**src/hdl/pfs_consts.svh**
```systemverilog
`ifndef PFS_CONSTS_SVH
`define PFS_CONSTS_SVH

// Register select codes
`define PFS_SEL_STATUS   2'h0
`define PFS_SEL_THERMAL  2'h1
`define PFS_SEL_PCOUNT   2'h2
`define PFS_SEL_ENABLE   2'h3

// Field positions
`define PFS_ST_GUAR_BIT  0
`define PFS_ST_EXC_BIT   2
`define PFS_TH_CUR_ST    12
`define PFS_TH_CUR_LOG   13
`define PFS_TH_XD_ST     14
`define PFS_TH_XD_LOG    15
`define PFS_EN_GUAR_BIT  0
`define PFS_EN_EXC_BIT   1

// Reset values
`define PFS_ZERO64       64'h0000_0000_0000_0000
`define PFS_EN_RESET     2'h0

// Timing
`define PFS_CLK_HZ       20000000
`define PFS_TICK_US      1000
`define PFS_TICK_CYCLES  ((`PFS_CLK_HZ / 1000000) * `PFS_TICK_US)
`define PFS_ONE_SEC_MS   1000
`define PFS_EXC_MS       10
`define PFS_TICK_W       15
`define PFS_MS_W         10

`endif

```
**src/hdl/pfs_pkg.sv**
```systemverilog
package pfs_pkg;

  typedef enum logic [1:0] {
    PFS_MSR_STATUS  = 2'h0,
    PFS_MSR_THERMAL = 2'h1,
    PFS_MSR_PCOUNT  = 2'h2,
    PFS_MSR_ENABLE  = 2'h3
  } pfs_msr_sel_t;

  typedef enum logic [1:0] {
    PFS_GATE_IDLE    = 2'b00,
    PFS_GATE_QUALIFY = 2'b01,
    PFS_GATE_HOLDOFF = 2'b10
  } pfs_gate_state_t;

endpackage : pfs_pkg

```
**src/hdl/pfs_event_gate.sv**
```systemverilog
`timescale 1ns/1ps
`include "pfs_consts.svh"

module pfs_event_gate #(
  parameter logic [`PFS_MS_W-1:0] SUSTAIN_MS = 10'h001,
  parameter logic [`PFS_MS_W-1:0] HOLDOFF_MS = 10'h3e8
) (
  // Clock and reset
  input  wire logic clk,
  input  wire logic rst_b,
  // Timing and condition
  input  wire logic tick_ms,
  input  wire logic cond,
  // Qualified event
  output logic      fire_q
);
  import pfs_pkg::*;

  pfs_gate_state_t        state_q;
  pfs_gate_state_t        state_d;
  logic [`PFS_MS_W-1:0]   cnt_q;
  logic [`PFS_MS_W-1:0]   cnt_d;
  logic [`PFS_MS_W-1:0]   cnt_inc;
  logic                   fire_d;

  ////////////////////////////////////////////////////////////////////////////
  always_comb begin
    cnt_inc = cnt_q + `PFS_MS_W'(1);
    state_d = state_q;
    cnt_d   = cnt_q;
    fire_d  = 1'b0;
    case (state_q)
      PFS_GATE_IDLE: begin
        cnt_d = '0;
        if (cond) begin
          state_d = PFS_GATE_QUALIFY;
        end
      end
      PFS_GATE_QUALIFY: begin
        if (!cond) begin
          state_d = PFS_GATE_IDLE;
        end else if (tick_ms) begin
          cnt_d = cnt_inc;
          if (cnt_inc >= SUSTAIN_MS) begin
            fire_d  = 1'b1;
            cnt_d   = '0;
            state_d = PFS_GATE_HOLDOFF;
          end
        end
      end
      PFS_GATE_HOLDOFF: begin
        if (tick_ms) begin
          cnt_d = cnt_inc;
          if (cnt_inc >= HOLDOFF_MS) begin
            state_d = PFS_GATE_IDLE;
          end
        end
      end
      default: begin
        state_d = PFS_GATE_IDLE;
        cnt_d   = '0;
      end
    endcase
  end

  always_ff @(posedge clk or negedge rst_b) begin
    if (!rst_b) begin
      state_q <= PFS_GATE_IDLE;
      cnt_q   <= '0;
      fire_q  <= 1'b0;
    end else begin
      state_q <= state_d;
      cnt_q   <= cnt_d;
      fire_q  <= fire_d;
    end
  end

endmodule : pfs_event_gate

```
**src/hdl/pfs_top.sv**
```systemverilog
`timescale 1ns/1ps
`include "pfs_consts.svh"

module pfs_top #(
  parameter logic [`PFS_TICK_W-1:0] MS_CYCLES       = `PFS_TICK_W'(`PFS_TICK_CYCLES),
  parameter logic                   NOTIFY_SUPPORTED = 1'b1
) (
  // Clock and reset
  input  wire logic                 clk,
  input  wire logic                 rst_b,
  // Register access port
  input  wire pfs_pkg::pfs_msr_sel_t msr_sel,
  input  wire logic                 msr_wr,
  input  wire logic                 msr_rd,
  input  wire logic [63:0]          msr_wdata,
  output logic      [63:0]          msr_rdata_q,
  output logic                      msr_rvalid_q,
  // Performance levels from the controller
  input  wire logic [7:0]           guaranteed_perf,
  input  wire logic [7:0]           min_perf_req,
  input  wire logic [7:0]           delivered_perf,
  // Cycle qualifiers
  input  wire logic                 actual_cycle,
  input  wire logic                 productive_cycle,
  // Limit indications from other domains
  input  wire logic                 current_limit_in,
  input  wire logic                 cross_domain_limit_in,
  // Notification and capability
  output logic                      thermal_lvt_req_q,
  output logic                      notify_cap_q,
  output logic      [7:0]           reported_guaranteed_q
);
  import pfs_pkg::*;

  // Millisecond divider
  logic [`PFS_TICK_W-1:0] div_q;
  logic [`PFS_TICK_W-1:0] div_d;
  logic                   tick_q;
  logic                   tick_d;

  // Limit synchronisers
  logic [1:0]             cur_sync_q;
  logic [1:0]             xd_sync_q;
  logic [1:0]             cur_sync_d;
  logic [1:0]             xd_sync_d;
  logic                   cur_live;
  logic                   xd_live;

  // Event qualification
  logic                   primed_q;
  logic                   primed_d;
  logic [7:0]             rep_guar_d;
  logic                   guar_cond;
  logic                   exc_cond;
  logic                   guar_fire;
  logic                   exc_fire;

  // Register state
  logic                   st_guar_q;
  logic                   st_guar_d;
  logic                   st_exc_q;
  logic                   st_exc_d;
  logic                   cur_log_q;
  logic                   cur_log_d;
  logic                   xd_log_q;
  logic                   xd_log_d;
  logic [1:0]             en_q;
  logic [1:0]             en_d;
  logic [63:0]            pcount_q;
  logic [63:0]            pcount_d;

  // Access decode
  logic                   wr_status;
  logic                   wr_thermal;
  logic                   wr_enable;
  logic                   clr_guar;
  logic                   clr_exc;
  logic                   clr_cur;
  logic                   clr_xd;

  // Notification
  logic                   guar_rise;
  logic                   exc_rise;
  logic                   lvt_d;
  logic                   cap_d;
  logic [63:0]            rdata_d;
  logic                   rvalid_d;

  ////////////////////////////////////////////////////////////////////////////
  // Millisecond tick
  // One-cycle enable pulse every MS_CYCLES clocks
  always_comb begin
    tick_d = 1'b0;
    div_d  = div_q + `PFS_TICK_W'(1);
    if (div_q >= MS_CYCLES - `PFS_TICK_W'(1)) begin
      div_d  = '0;
      tick_d = 1'b1;
    end
  end

  always_ff @(posedge clk or negedge rst_b) begin
    if (!rst_b) begin
      div_q  <= '0;
      tick_q <= 1'b0;
    end else begin
      div_q  <= div_d;
      tick_q <= tick_d;
    end
  end

  ////////////////////////////////////////////////////////////////////////////
  // Limit input synchronisers; pins pass two flops before use
  always_comb begin
    cur_sync_d = {cur_sync_q[0], current_limit_in};
    xd_sync_d  = {xd_sync_q[0], cross_domain_limit_in};
  end

  always_ff @(posedge clk or negedge rst_b) begin
    if (!rst_b) begin
      cur_sync_q <= 2'h0;
      xd_sync_q  <= 2'h0;
    end else begin
      cur_sync_q <= cur_sync_d;
      xd_sync_q  <= xd_sync_d;
    end
  end

  assign cur_live = cur_sync_q[1];
  assign xd_live  = xd_sync_q[1];

  ////////////////////////////////////////////////////////////////////////////
  // Event qualification
  // Reported level is captured from the live level just after reset release
  always_comb begin
    primed_d   = 1'b1;
    rep_guar_d = reported_guaranteed_q;
    if (!primed_q || guar_fire) begin
      rep_guar_d = guaranteed_perf;
    end
  end

  always_ff @(posedge clk or negedge rst_b) begin
    if (!rst_b) begin
      primed_q              <= 1'b0;
      reported_guaranteed_q <= 8'h00;
    end else begin
      primed_q              <= primed_d;
      reported_guaranteed_q <= rep_guar_d;
    end
  end

  // Compared against the last reported level, not the previous cycle
  assign guar_cond = primed_q && (guaranteed_perf != reported_guaranteed_q);
  // Floor above delivered keeps this true, so the gate refires about each second; the set flag stops new reports
  assign exc_cond  = (delivered_perf < min_perf_req);

  // A fire on a set flag still restarts the holdoff
  pfs_event_gate #(
    .SUSTAIN_MS (`PFS_MS_W'(`PFS_ONE_SEC_MS)),
    .HOLDOFF_MS (`PFS_MS_W'(`PFS_ONE_SEC_MS))
  ) u_guar_gate (
    .clk     (clk),
    .rst_b   (rst_b),
    .tick_ms (tick_q),
    .cond    (guar_cond),
    .fire_q  (guar_fire)
  );

  pfs_event_gate #(
    .SUSTAIN_MS (`PFS_MS_W'(`PFS_EXC_MS)),
    .HOLDOFF_MS (`PFS_MS_W'(`PFS_ONE_SEC_MS))
  ) u_exc_gate (
    .clk     (clk),
    .rst_b   (rst_b),
    .tick_ms (tick_q),
    .cond    (exc_cond),
    .fire_q  (exc_fire)
  );

  ////////////////////////////////////////////////////////////////////////////
  // Write decode; only a written 0 clears a sticky bit
  // Counter and live bits have no write path
  assign wr_status  = msr_wr && (msr_sel == PFS_MSR_STATUS);
  assign wr_thermal = msr_wr && (msr_sel == PFS_MSR_THERMAL);
  assign wr_enable  = msr_wr && (msr_sel == PFS_MSR_ENABLE);
  assign clr_guar   = wr_status  && !msr_wdata[`PFS_ST_GUAR_BIT];
  assign clr_exc    = wr_status  && !msr_wdata[`PFS_ST_EXC_BIT];
  assign clr_cur    = wr_thermal && !msr_wdata[`PFS_TH_CUR_LOG];
  assign clr_xd     = wr_thermal && !msr_wdata[`PFS_TH_XD_LOG];

  ////////////////////////////////////////////////////////////////////////////
  // Sticky status, logs and enables; a set beats a clear in the same cycle
  always_comb begin
    st_guar_d = guar_fire | (st_guar_q & ~clr_guar);
    st_exc_d  = exc_fire  | (st_exc_q  & ~clr_exc);
    cur_log_d = cur_live  | (cur_log_q & ~clr_cur);
    xd_log_d  = xd_live   | (xd_log_q  & ~clr_xd);
    // Enable bits above bit 1 are dropped on write
    en_d      = en_q;
    if (wr_enable) begin
      en_d = msr_wdata[1:0];
    end
  end

  always_ff @(posedge clk or negedge rst_b) begin
    if (!rst_b) begin
      st_guar_q <= 1'b0;
      st_exc_q  <= 1'b0;
      cur_log_q <= 1'b0;
      xd_log_q  <= 1'b0;
      en_q      <= `PFS_EN_RESET;
    end else begin
      st_guar_q <= st_guar_d;
      st_exc_q  <= st_exc_d;
      cur_log_q <= cur_log_d;
      xd_log_q  <= xd_log_d;
      en_q      <= en_d;
    end
  end

  ////////////////////////////////////////////////////////////////////////////
  // Productive cycle counter, free of any enable
  // Wraps to zero after all ones
  always_comb begin
    pcount_d = pcount_q;
    if (actual_cycle && productive_cycle) begin
      pcount_d = pcount_q + 64'h0000_0000_0000_0001;
    end
  end

  always_ff @(posedge clk or negedge rst_b) begin
    if (!rst_b) begin
      pcount_q <= `PFS_ZERO64;
    end else begin
      pcount_q <= pcount_d;
    end
  end

  ////////////////////////////////////////////////////////////////////////////
  // Notification through the thermal vector entry
  // A fire counts as a new rise when the flag was clear or is cleared now
  assign guar_rise = guar_fire && (!st_guar_q || clr_guar);
  assign exc_rise  = exc_fire  && (!st_exc_q  || clr_exc);

  always_comb begin
    lvt_d = NOTIFY_SUPPORTED &&
            ((guar_rise && en_q[`PFS_EN_GUAR_BIT]) ||
             (exc_rise  && en_q[`PFS_EN_EXC_BIT]));
    cap_d = NOTIFY_SUPPORTED;
  end

  always_ff @(posedge clk or negedge rst_b) begin
    if (!rst_b) begin
      thermal_lvt_req_q <= 1'b0;
      notify_cap_q      <= 1'b0;
    end else begin
      thermal_lvt_req_q <= lvt_d;
      notify_cap_q      <= cap_d;
    end
  end

  ////////////////////////////////////////////////////////////////////////////
  // Read path
  // Reserved and unselected bits stay zero from the default
  always_comb begin
    rdata_d  = `PFS_ZERO64;
    rvalid_d = msr_rd;
    if (msr_rd) begin
      case (msr_sel)
        PFS_MSR_STATUS: begin
          rdata_d[`PFS_ST_GUAR_BIT] = st_guar_q;
          rdata_d[`PFS_ST_EXC_BIT]  = st_exc_q;
        end
        PFS_MSR_THERMAL: begin
          rdata_d[`PFS_TH_CUR_ST]  = cur_live;
          rdata_d[`PFS_TH_CUR_LOG] = cur_log_q;
          rdata_d[`PFS_TH_XD_ST]   = xd_live;
          rdata_d[`PFS_TH_XD_LOG]  = xd_log_q;
        end
        PFS_MSR_PCOUNT: begin
          rdata_d = pcount_q;
        end
        PFS_MSR_ENABLE: begin
          rdata_d[1:0] = en_q;
        end
        default: begin
          rdata_d = `PFS_ZERO64;
        end
      endcase
    end
  end

  always_ff @(posedge clk or negedge rst_b) begin
    if (!rst_b) begin
      msr_rdata_q  <= `PFS_ZERO64;
      msr_rvalid_q <= 1'b0;
    end else begin
      msr_rdata_q  <= rdata_d;
      msr_rvalid_q <= rvalid_d;
    end
  end

endmodule : pfs_top

```
**config.mk**
```make
export PLATFORM = sky130hd
export DESIGN_NAME = pfs_top
export DESIGN_NICKNAME = d
export VERILOG_FILES = /design/src/hdl/pfs_pkg.sv /design/src/hdl/pfs_event_gate.sv /design/src/hdl/pfs_top.sv
export VERILOG_INCLUDE_DIRS = /design/src /design/src/hdl
export SDC_FILE = /design/constraint.sdc
export NUM_CORES = 1
export LEC_CHECK = 0
export BUFFER_PORTS_ARGS = -buffer_cell sky130_fd_sc_hd__buf_4
export CAP_MARGIN = 20
export CELL_PAD_IN_SITES_DETAIL_PLACEMENT = 1
export CELL_PAD_IN_SITES_GLOBAL_PLACEMENT = 2
export CORE_UTILIZATION = 26
export CTS_BUF_LIST = sky130_fd_sc_hd__clkbuf_4
export CTS_CLUSTER_SIZE = 20
export DETAILED_ROUTE_END_ITERATION = 16
export PLACE_DENSITY_LB_ADDON = 0.1
export RECOVER_POWER = 25
export SYNTH_ARGS = -nofsm -noshare
export SYNTH_HDL_FRONTEND = slang
export SYNTH_SLANG_ARGS = --single-unit
```
**constraint.sdc**
```tcl
create_clock -name clk -period 2.5 [get_ports clk]
set_input_delay 0.125 -clock clk [delete_from_list [all_inputs] [get_ports clk]]
set_output_delay 0.125 -clock clk [all_outputs]
set_load 0.03 [all_outputs]
```
==> results of run 1 <==
==> per-layer routing <==
| metal | global-route usage [%] | vias to the layer above | wire length [µm] |
|---|---|---|---|
| li1 | - | 3089 | - |
| met3 | 2.64 | 17 | 682 |
| met4 | 4.92 | 0 | 291 |
| met1 | 15.9 | 3272 | 9620 |
| met2 | 24.4 | 95 | 11200 |
| met5 | 0 | - | 0 |
==> critical path: stages, from the launching register on <==
cell and delay [ns]:
dfrtp_1 0.43, ha_2 0.27, buf_4 0.15, nand2_1 0.09, or2_4 0.30, xor2_1 0.15, o41ai_2 0.42, a21oi_1 0.13
a211o_1 0.30
==> power by group through the flow <==
stage	clock [mW]	sequential [mW]	combinational, mW
6_report	1.65	3.31	0.978
5_1_grt	1.87	3.33	1.10
4_1_cts	1.77	3.31	0.991
3_5_place_dp	0	3.37	0.942
3_3_place_gp	0	3.36	0.893
2_1_floorplan	0	3.39	0.518
==> final timing paths <==
| path | start | end | slack (ns) |
|---|---|---|---|
| setup reg to reg | u_exc_gate.cnt_q[1] | u_exc_gate.state_q[0] | 0.15 |
| setup / recovery | u_exc_gate.cnt_q[1] | u_exc_gate.state_q[0] | 0.15 |
| min in group asynchronous | rst_b | pcount_q[57] | 0.54 |
| max in group asynchronous | rst_b | st_exc_q | 0.56 |
| hold reg to reg | cur_sync_q[0] | cur_sync_q[1] | 0.37 |
| hold / removal | min_perf_req[7] | u_exc_gate.fire_q | 0.14 |
==> kinds of logic (layout without fill, tap and decap cells) <==
kind of cell | after synthesis | count (layout) | synth area share [%]
AOI/OAI and AO/OA | 93 | 93 | 8.21
xor gates and xnor gates | 88 | 88 | 8.79
adders and majority gates | 24 | 24 | 3.42
buffers and inverters | 61 | 234 | 3.25
DFF | 191 | 191 | 54.5
muxes | 16 | 16 | 2.00
other | 1 | 2 | 0.0428
and+or+nand+nor | 312 | 312 | 19.8
==> per-stage QoR <==
step | util (%) | power, mW | hold WS (ns) | setup slack, ns
2_1_floorplan | - | 3.91 | -0.171 | 0.240
3_3_place_gp | 31.1 | 4.25 | 0.182 | 0.0993
3_5_place_dp | 31.1 | 4.31 | 0.188 | 0.0297
4_1_cts | 32.9 | 6.08 | 0.0232 | 0.0649
5_1_grt | 32.9 | 6.30 | 0.118 | 0.00461
6_report | 32.9 | 5.93 | 0.138 | 0.151
==> layout make-up <==
| type | instances | share of cell area, % |
|---|---|---|
| clock inverter | 15 | 1.24 |
| sequential | 191 | 44.2 |
| inverter | 31 | 1.08 |
| multi-input combinational | 534 | 34.5 |
| clock buffer | 17 | 1.18 |
| timing repair buffer | 171 | 12.6 |
| antenna | 1 | 0.0231 |
| tap | 442 | 5.11 |
==> cell usage in the layout, fill, tap and decap left out, types with 12 or more instances in the layout <==
master	instances
and3_1	67
and4_1	14
buf_4	135
clkbuf_4	19
dfrtp_1	187
dlygate4sd3_1	31
ha_1	22
inv_1	30
mux2_2	12
nand2_1	51
nand3_1	52
nand4_1	21
nor2_1	50
nor3_1	12
xnor2_1	61
xor2_1	27
==> registers in the layout (all words and copies together) (netlist names) <==
register,count
msr_rdata_q,64
thermal_lvt_req_q,1
xd_sync_q,2
u_exc_gate.fire_q,1
cur_log_q,1
tick_q,1
u_guar_gate.fire_q,1
div_q,15
cur_sync_q,2
pcount_q,64
u_guar_gate.state_q,2
st_guar_q,1
st_exc_q,1
notify_cap_q,1
u_exc_gate.cnt_q,10
msr_rvalid_q,1
en_q,2
u_exc_gate.state_q,2
xd_log_q,1
reported_guaranteed_q,8
u_guar_gate.cnt_q,10
==> repair_timing <==
item / in CTS / in global routing
hold buffers: 31 / 0
endpoints found under the setup margin: 2 / 11
resized for setup: 2 / 8
hold endpoints to repair: 155 / 0
==> results.yml, run 1 <==
pwr:
  cellLeakagePower_nw: 5.19
  p_clk_share_pct: 27.7
  p_int_mw: 4.13
  swShare_pct: 30.4
  seqPwrFrac_pct: 55.8
  powerDensity_nw_per_um2: 548
  p_sw_mw: 1.80
  ir_drop_uv: 229
  power_frac_comb_pct: 16.5
sta:
  tns_ns: 0
  fin_crit_sh_pct: 94.0
  hold_viol_final: 0
  rsz0062_at_grt: "false"
  tightest_slew_ns: 1.91
  min_period_ns: 2.35
  fin_skew_ns: 0.0163
  slew_headroom_pct: -27.6
  final_max_slew_viol_count: 70
  fmaxAchievable_ghz: 0.426
  setup_violations: 0
synthesis:
  synth-seq-cells: 191
  async_flop_share_pct: 100
  synth_warnings: 0
  synth_top_cell_by_area: "dfrtp_1"
  syn_area_um2: 8770
  yosys-top-cells-count: "dfrtp_1, and3_1, xnor2_1"
  synth.top_cell.area_share_pct: 54.5
  synth_most_common_cell: "dfrtp_1"
  syn_inst: 786
  synth_nets: 908
  ys_types: 77
  seq_area_frac_synth_pct: 54.5
  synth_edf_count: 0
  syn_avg_cell_area_um2: 11.2
  synth_area_leaders: "dfrtp_1, xnor2_1, and3_1"
  ys.flop_type: "dfrtp_1"
floorplan:
  io_pins: 173
  die_area_um2: 34500
  rows: 66
  die_y_um: 186
  die_w_um: 186
  start_util_pct: 26.7
  core_area_um2: 32900
final_layout:
  regArea_um2: 4780
  area_delta_synth_final_pct: 23.4
  final_nets: 1068
  fillers: 3746
  layout-drive-gt1-share_pct: 22.7
  multi_input_area_um2: 3740
  final_area_um2: 10800
  instances_no_fill: 1402
worst_setup_path:
  cp-start-kind: "flip-flop"
  end_kind: "flip-flop"
  cp.arrival_ns: 2.85
  path_max_fanout: 6
  ff2ff_path_depth: 8
  crit_required_ns: 3.00
  crit_type: "reg2reg"
routing:
  first_pass_iters: 4
  drcViolationCount: 0
  vias_per_cell: 4.62
  vias: 6473
  finalWirelength_um: 21800
  drt_iter0_drc: 283
  postRouteAntennaNets: 0
  post_drt_wl_per_cell_um: 15.6
clocking:
  h-tree-depth: 4
  clk_pin_slew_ns: 0.16
  numCtsBuffers: 17
  post_cts_buffers: 0
  clk_latency_ns: 0.61
  cts_tree: "done"
  cts_sinks: 191
  cts_root_buffer: "clkbuf_4"
  max-clock-path-buffers: 2
hold_path:
  hp-class: "in2reg"
  min_delay_path_depth: 6
status:
  failed_checks: "capacitance limit, slew limit"
  status: "complete, but fails checks"
global_route:
  grt_pass1_wl_um: 36700
  grt_overflow: 0
  grt_pass1_vias: 7185
  gr-usage-all-layers_pct: 13.6
  grt_max_degree: 71
  antenna_found_initial: 1
placement:
  gp_congestion: 0.753
  dp.cells: 1338
  placed_area_um2: 10200
  io_buffers: 113
  hpwl_um: 15700
job:
  cap_violations: 1
(Power assumes the default switching activity.)
==> run 2: changes to the inputs <==
--- a/config.mk
+++ b/config.mk
@@ -6,15 +6,14 @@
 export SDC_FILE = /design/constraint.sdc
 export NUM_CORES = 1
 export LEC_CHECK = 0
+export ABC_CLOCK_PERIOD_IN_PS = 2500
 export BUFFER_PORTS_ARGS = -buffer_cell sky130_fd_sc_hd__buf_4
 export CAP_MARGIN = 20
-export CELL_PAD_IN_SITES_DETAIL_PLACEMENT = 1
-export CELL_PAD_IN_SITES_GLOBAL_PLACEMENT = 2
 export CORE_UTILIZATION = 26
 export CTS_BUF_LIST = sky130_fd_sc_hd__clkbuf_4
 export CTS_CLUSTER_SIZE = 20
 export DETAILED_ROUTE_END_ITERATION = 16
-export PLACE_DENSITY_LB_ADDON = 0.1
+export PLACE_DENSITY = 0.48
 export RECOVER_POWER = 25
 export SYNTH_ARGS = -nofsm -noshare
 export SYNTH_HDL_FRONTEND = slang
==> results.yml, run 2 (synthesized netlist as in run 1, its figures left out) <==
status:
  status: "complete, but fails checks"
  failed_checks: "capacitance limit, slew limit"
final_layout:
  layout_commonest_cell: "dfrtp_1"
  multi_input_area_um2: 3720
  area_delta_synth_final_pct: 23.9
  final_cell_mix: "dfrtp_1, buf_4, and3_1, xnor2_1, nand3_1"
  layout-drive-gt1-share_pct: 22.5
  instances_no_fill: 1403
  regArea_um2: 4780
  final_area_um2: 10900
  fillers: 3405
  reg.largest.list: "msr_rdata_q: 64 flops, pcount_q: 64 flops, div_q: 15 flops"
  final_nets: 1068
pwr:
  powerDensity_nw_per_um2: 552
  cellLeakagePower_nw: 5.21
  ir_drop_uv: 329
worst_setup_path:
  worstSetupStartpoint: "u_exc_gate.cnt_q[0]"
  crit_family: "compound AO/OA/AOI/OAI gates"
  slowest_delay_ns: 0.57
  cp-start-kind: "flip-flop"
  cp_cell_sequence: "buf_4 -> ha_1 -> nor3_2 -> o221ai_2 -> o41a_2 -> a21oi_4 -> mux2_2"
  cp.arrival_ns: 2.88
  r2r_start: "u_exc_gate.cnt_q[0]"
  r2r_end: "u_exc_gate.cnt_q[0]"
  endpoint: "u_exc_gate.cnt_q[0]"
  crit_type: "reg2reg"
  slowest_stage: "o41a_2"
  path_max_fanout: 7
  r2r_setup_slack_ns: 0.15
  cp.depth: 7
  end_kind: "flip-flop"
  path_buf_inv: 1
  ff2ff_path_depth: 7
  crit_required_ns: 3.03
clocking:
  cts_sinks: 191
  clk_pin_slew_ns: 0.18
  numCtsBuffers: 17
  cts_tree: "done"
  clk_latency_ns: 0.58
  cts_root_buffer: "clkbuf_4"
  h-tree-depth: 4
  max-clock-path-buffers: 2
  post_cts_buffers: 0
sta:
  fmaxAchievable_ghz: 0.426
  tightest_slew_ns: 1.99
  setup_violations: 0
  slew_headroom_pct: -33.0
  min_period_ns: 2.35
  final_max_slew_viol_count: 73
  fin_skew_ns: 0.0298
  fin_crit_sh_pct: 93.9
  rsz0062_at_grt: "false"
  tns_ns: 0
  hold_viol_final: 0
global_route:
  grt_pass1_vias: 6178
  antenna_found_initial: 2
  grt_pass1_wl_um: 32100
  grt_max_degree: 75
  grt_overflow: 0
  gr-usage-all-layers_pct: 11.8
routing:
  post_drt_wl_per_cell_um: 14.0
  vias: 6313
  drcViolationCount: 0
  first_pass_iters: 4
  finalWirelength_um: 19700
  vias_per_cell: 4.50
  drt_iter0_drc: 334
  postRouteAntennaNets: 0
floorplan:
  die_y_um: 186
  start_util_pct: 26.7
  die_area_um2: 34500
  die_w_um: 186
  rows: 66
  core_area_um2: 32900
  io_pins: 173
job:
  cap_violations: 1
placement:
  hpwl_um: 13600
  io_buffers: 113
  dp.cells: 1340
  gp_congestion: 0.764
  placed_area_um2: 10300
hold_path:
  hp-class: "in2reg"
## run 2: layout make-up
type / count / area share [%]
sequential: 191 / 44.0
multi-input combinational: 534 / 34.3
timing repair buffer: 171 / 12.8
tap: 442 / 5.09
clock inverter: 15 / 1.52
clock buffer: 17 / 1.17
inverter: 31 / 1.07
antenna: 2 / 0.0461
## run 2: repair_timing
item,CTS,global route
endpoints found under the setup margin,0,9
hold endpoints to repair,127,0
gates resized for setup,0,4
hold buffers,29,0
## run 2: through the flow
| step | setup slack (ns) | power (mW) | util (%) | hold WS (ns) |
|---|---|---|---|---|
| floorplan | 0.240 | 3.91 | - | -0.171 |
| detailed placement | 0.0976 | 4.30 | 31.3 | 0.206 |
| finish | 0.152 | 5.99 | 33.1 | 0.120 |
| CTS | 0.0599 | 6.11 | 33.0 | 0.0427 |
| global route | 0.00948 | 6.34 | 33.0 | 0.0823 |
| global placement | 0.0787 | 4.29 | 31.3 | 0.208 |
## run 2: worst min-delay path by stage
stage,start,endpoint,slack (ns),cells after the start
floorplan,rst_b,cur_log_q,-0.17,0
global placement,rst_b,msr_rdata_q[30],0.21,1
detailed placement,rst_b,msr_rdata_q[26],0.21,1
CTS,min_perf_req[7],u_exc_gate.fire_q,0.04,6
global route,min_perf_req[7],u_exc_gate.fire_q,0.08,6
finish,min_perf_req[7],u_exc_gate.fire_q,0.12,6
## run 2: where the power goes
part / total (mW) / switching, mW / internal, mW
clock network: 1.71 / 1.25 / 0.465
logic: 0.983 / 0.541 / 0.441
registers: 3.30 / 0.100 / 3.20
## run 2: worst reg2reg max path: stages, from the launching register on
cell	delay [ns]
dfrtp_1	0.42
buf_4	0.16
ha_1	0.32
nor3_2	0.24
o221ai_2	0.16
o41a_2	0.57
a21oi_4	0.26
mux2_2	0.20
## run 2: metal layers
layer / share of wire, % / GRT usage, % / wire length, µm
met5: 0 / 0 / 0
met4: 0.86 / 3.02 / 169
met2: 45 / 18.7 / 8830
met1: 50 / 16.1 / 9820
met3: 4.3 / 2.74 / 841
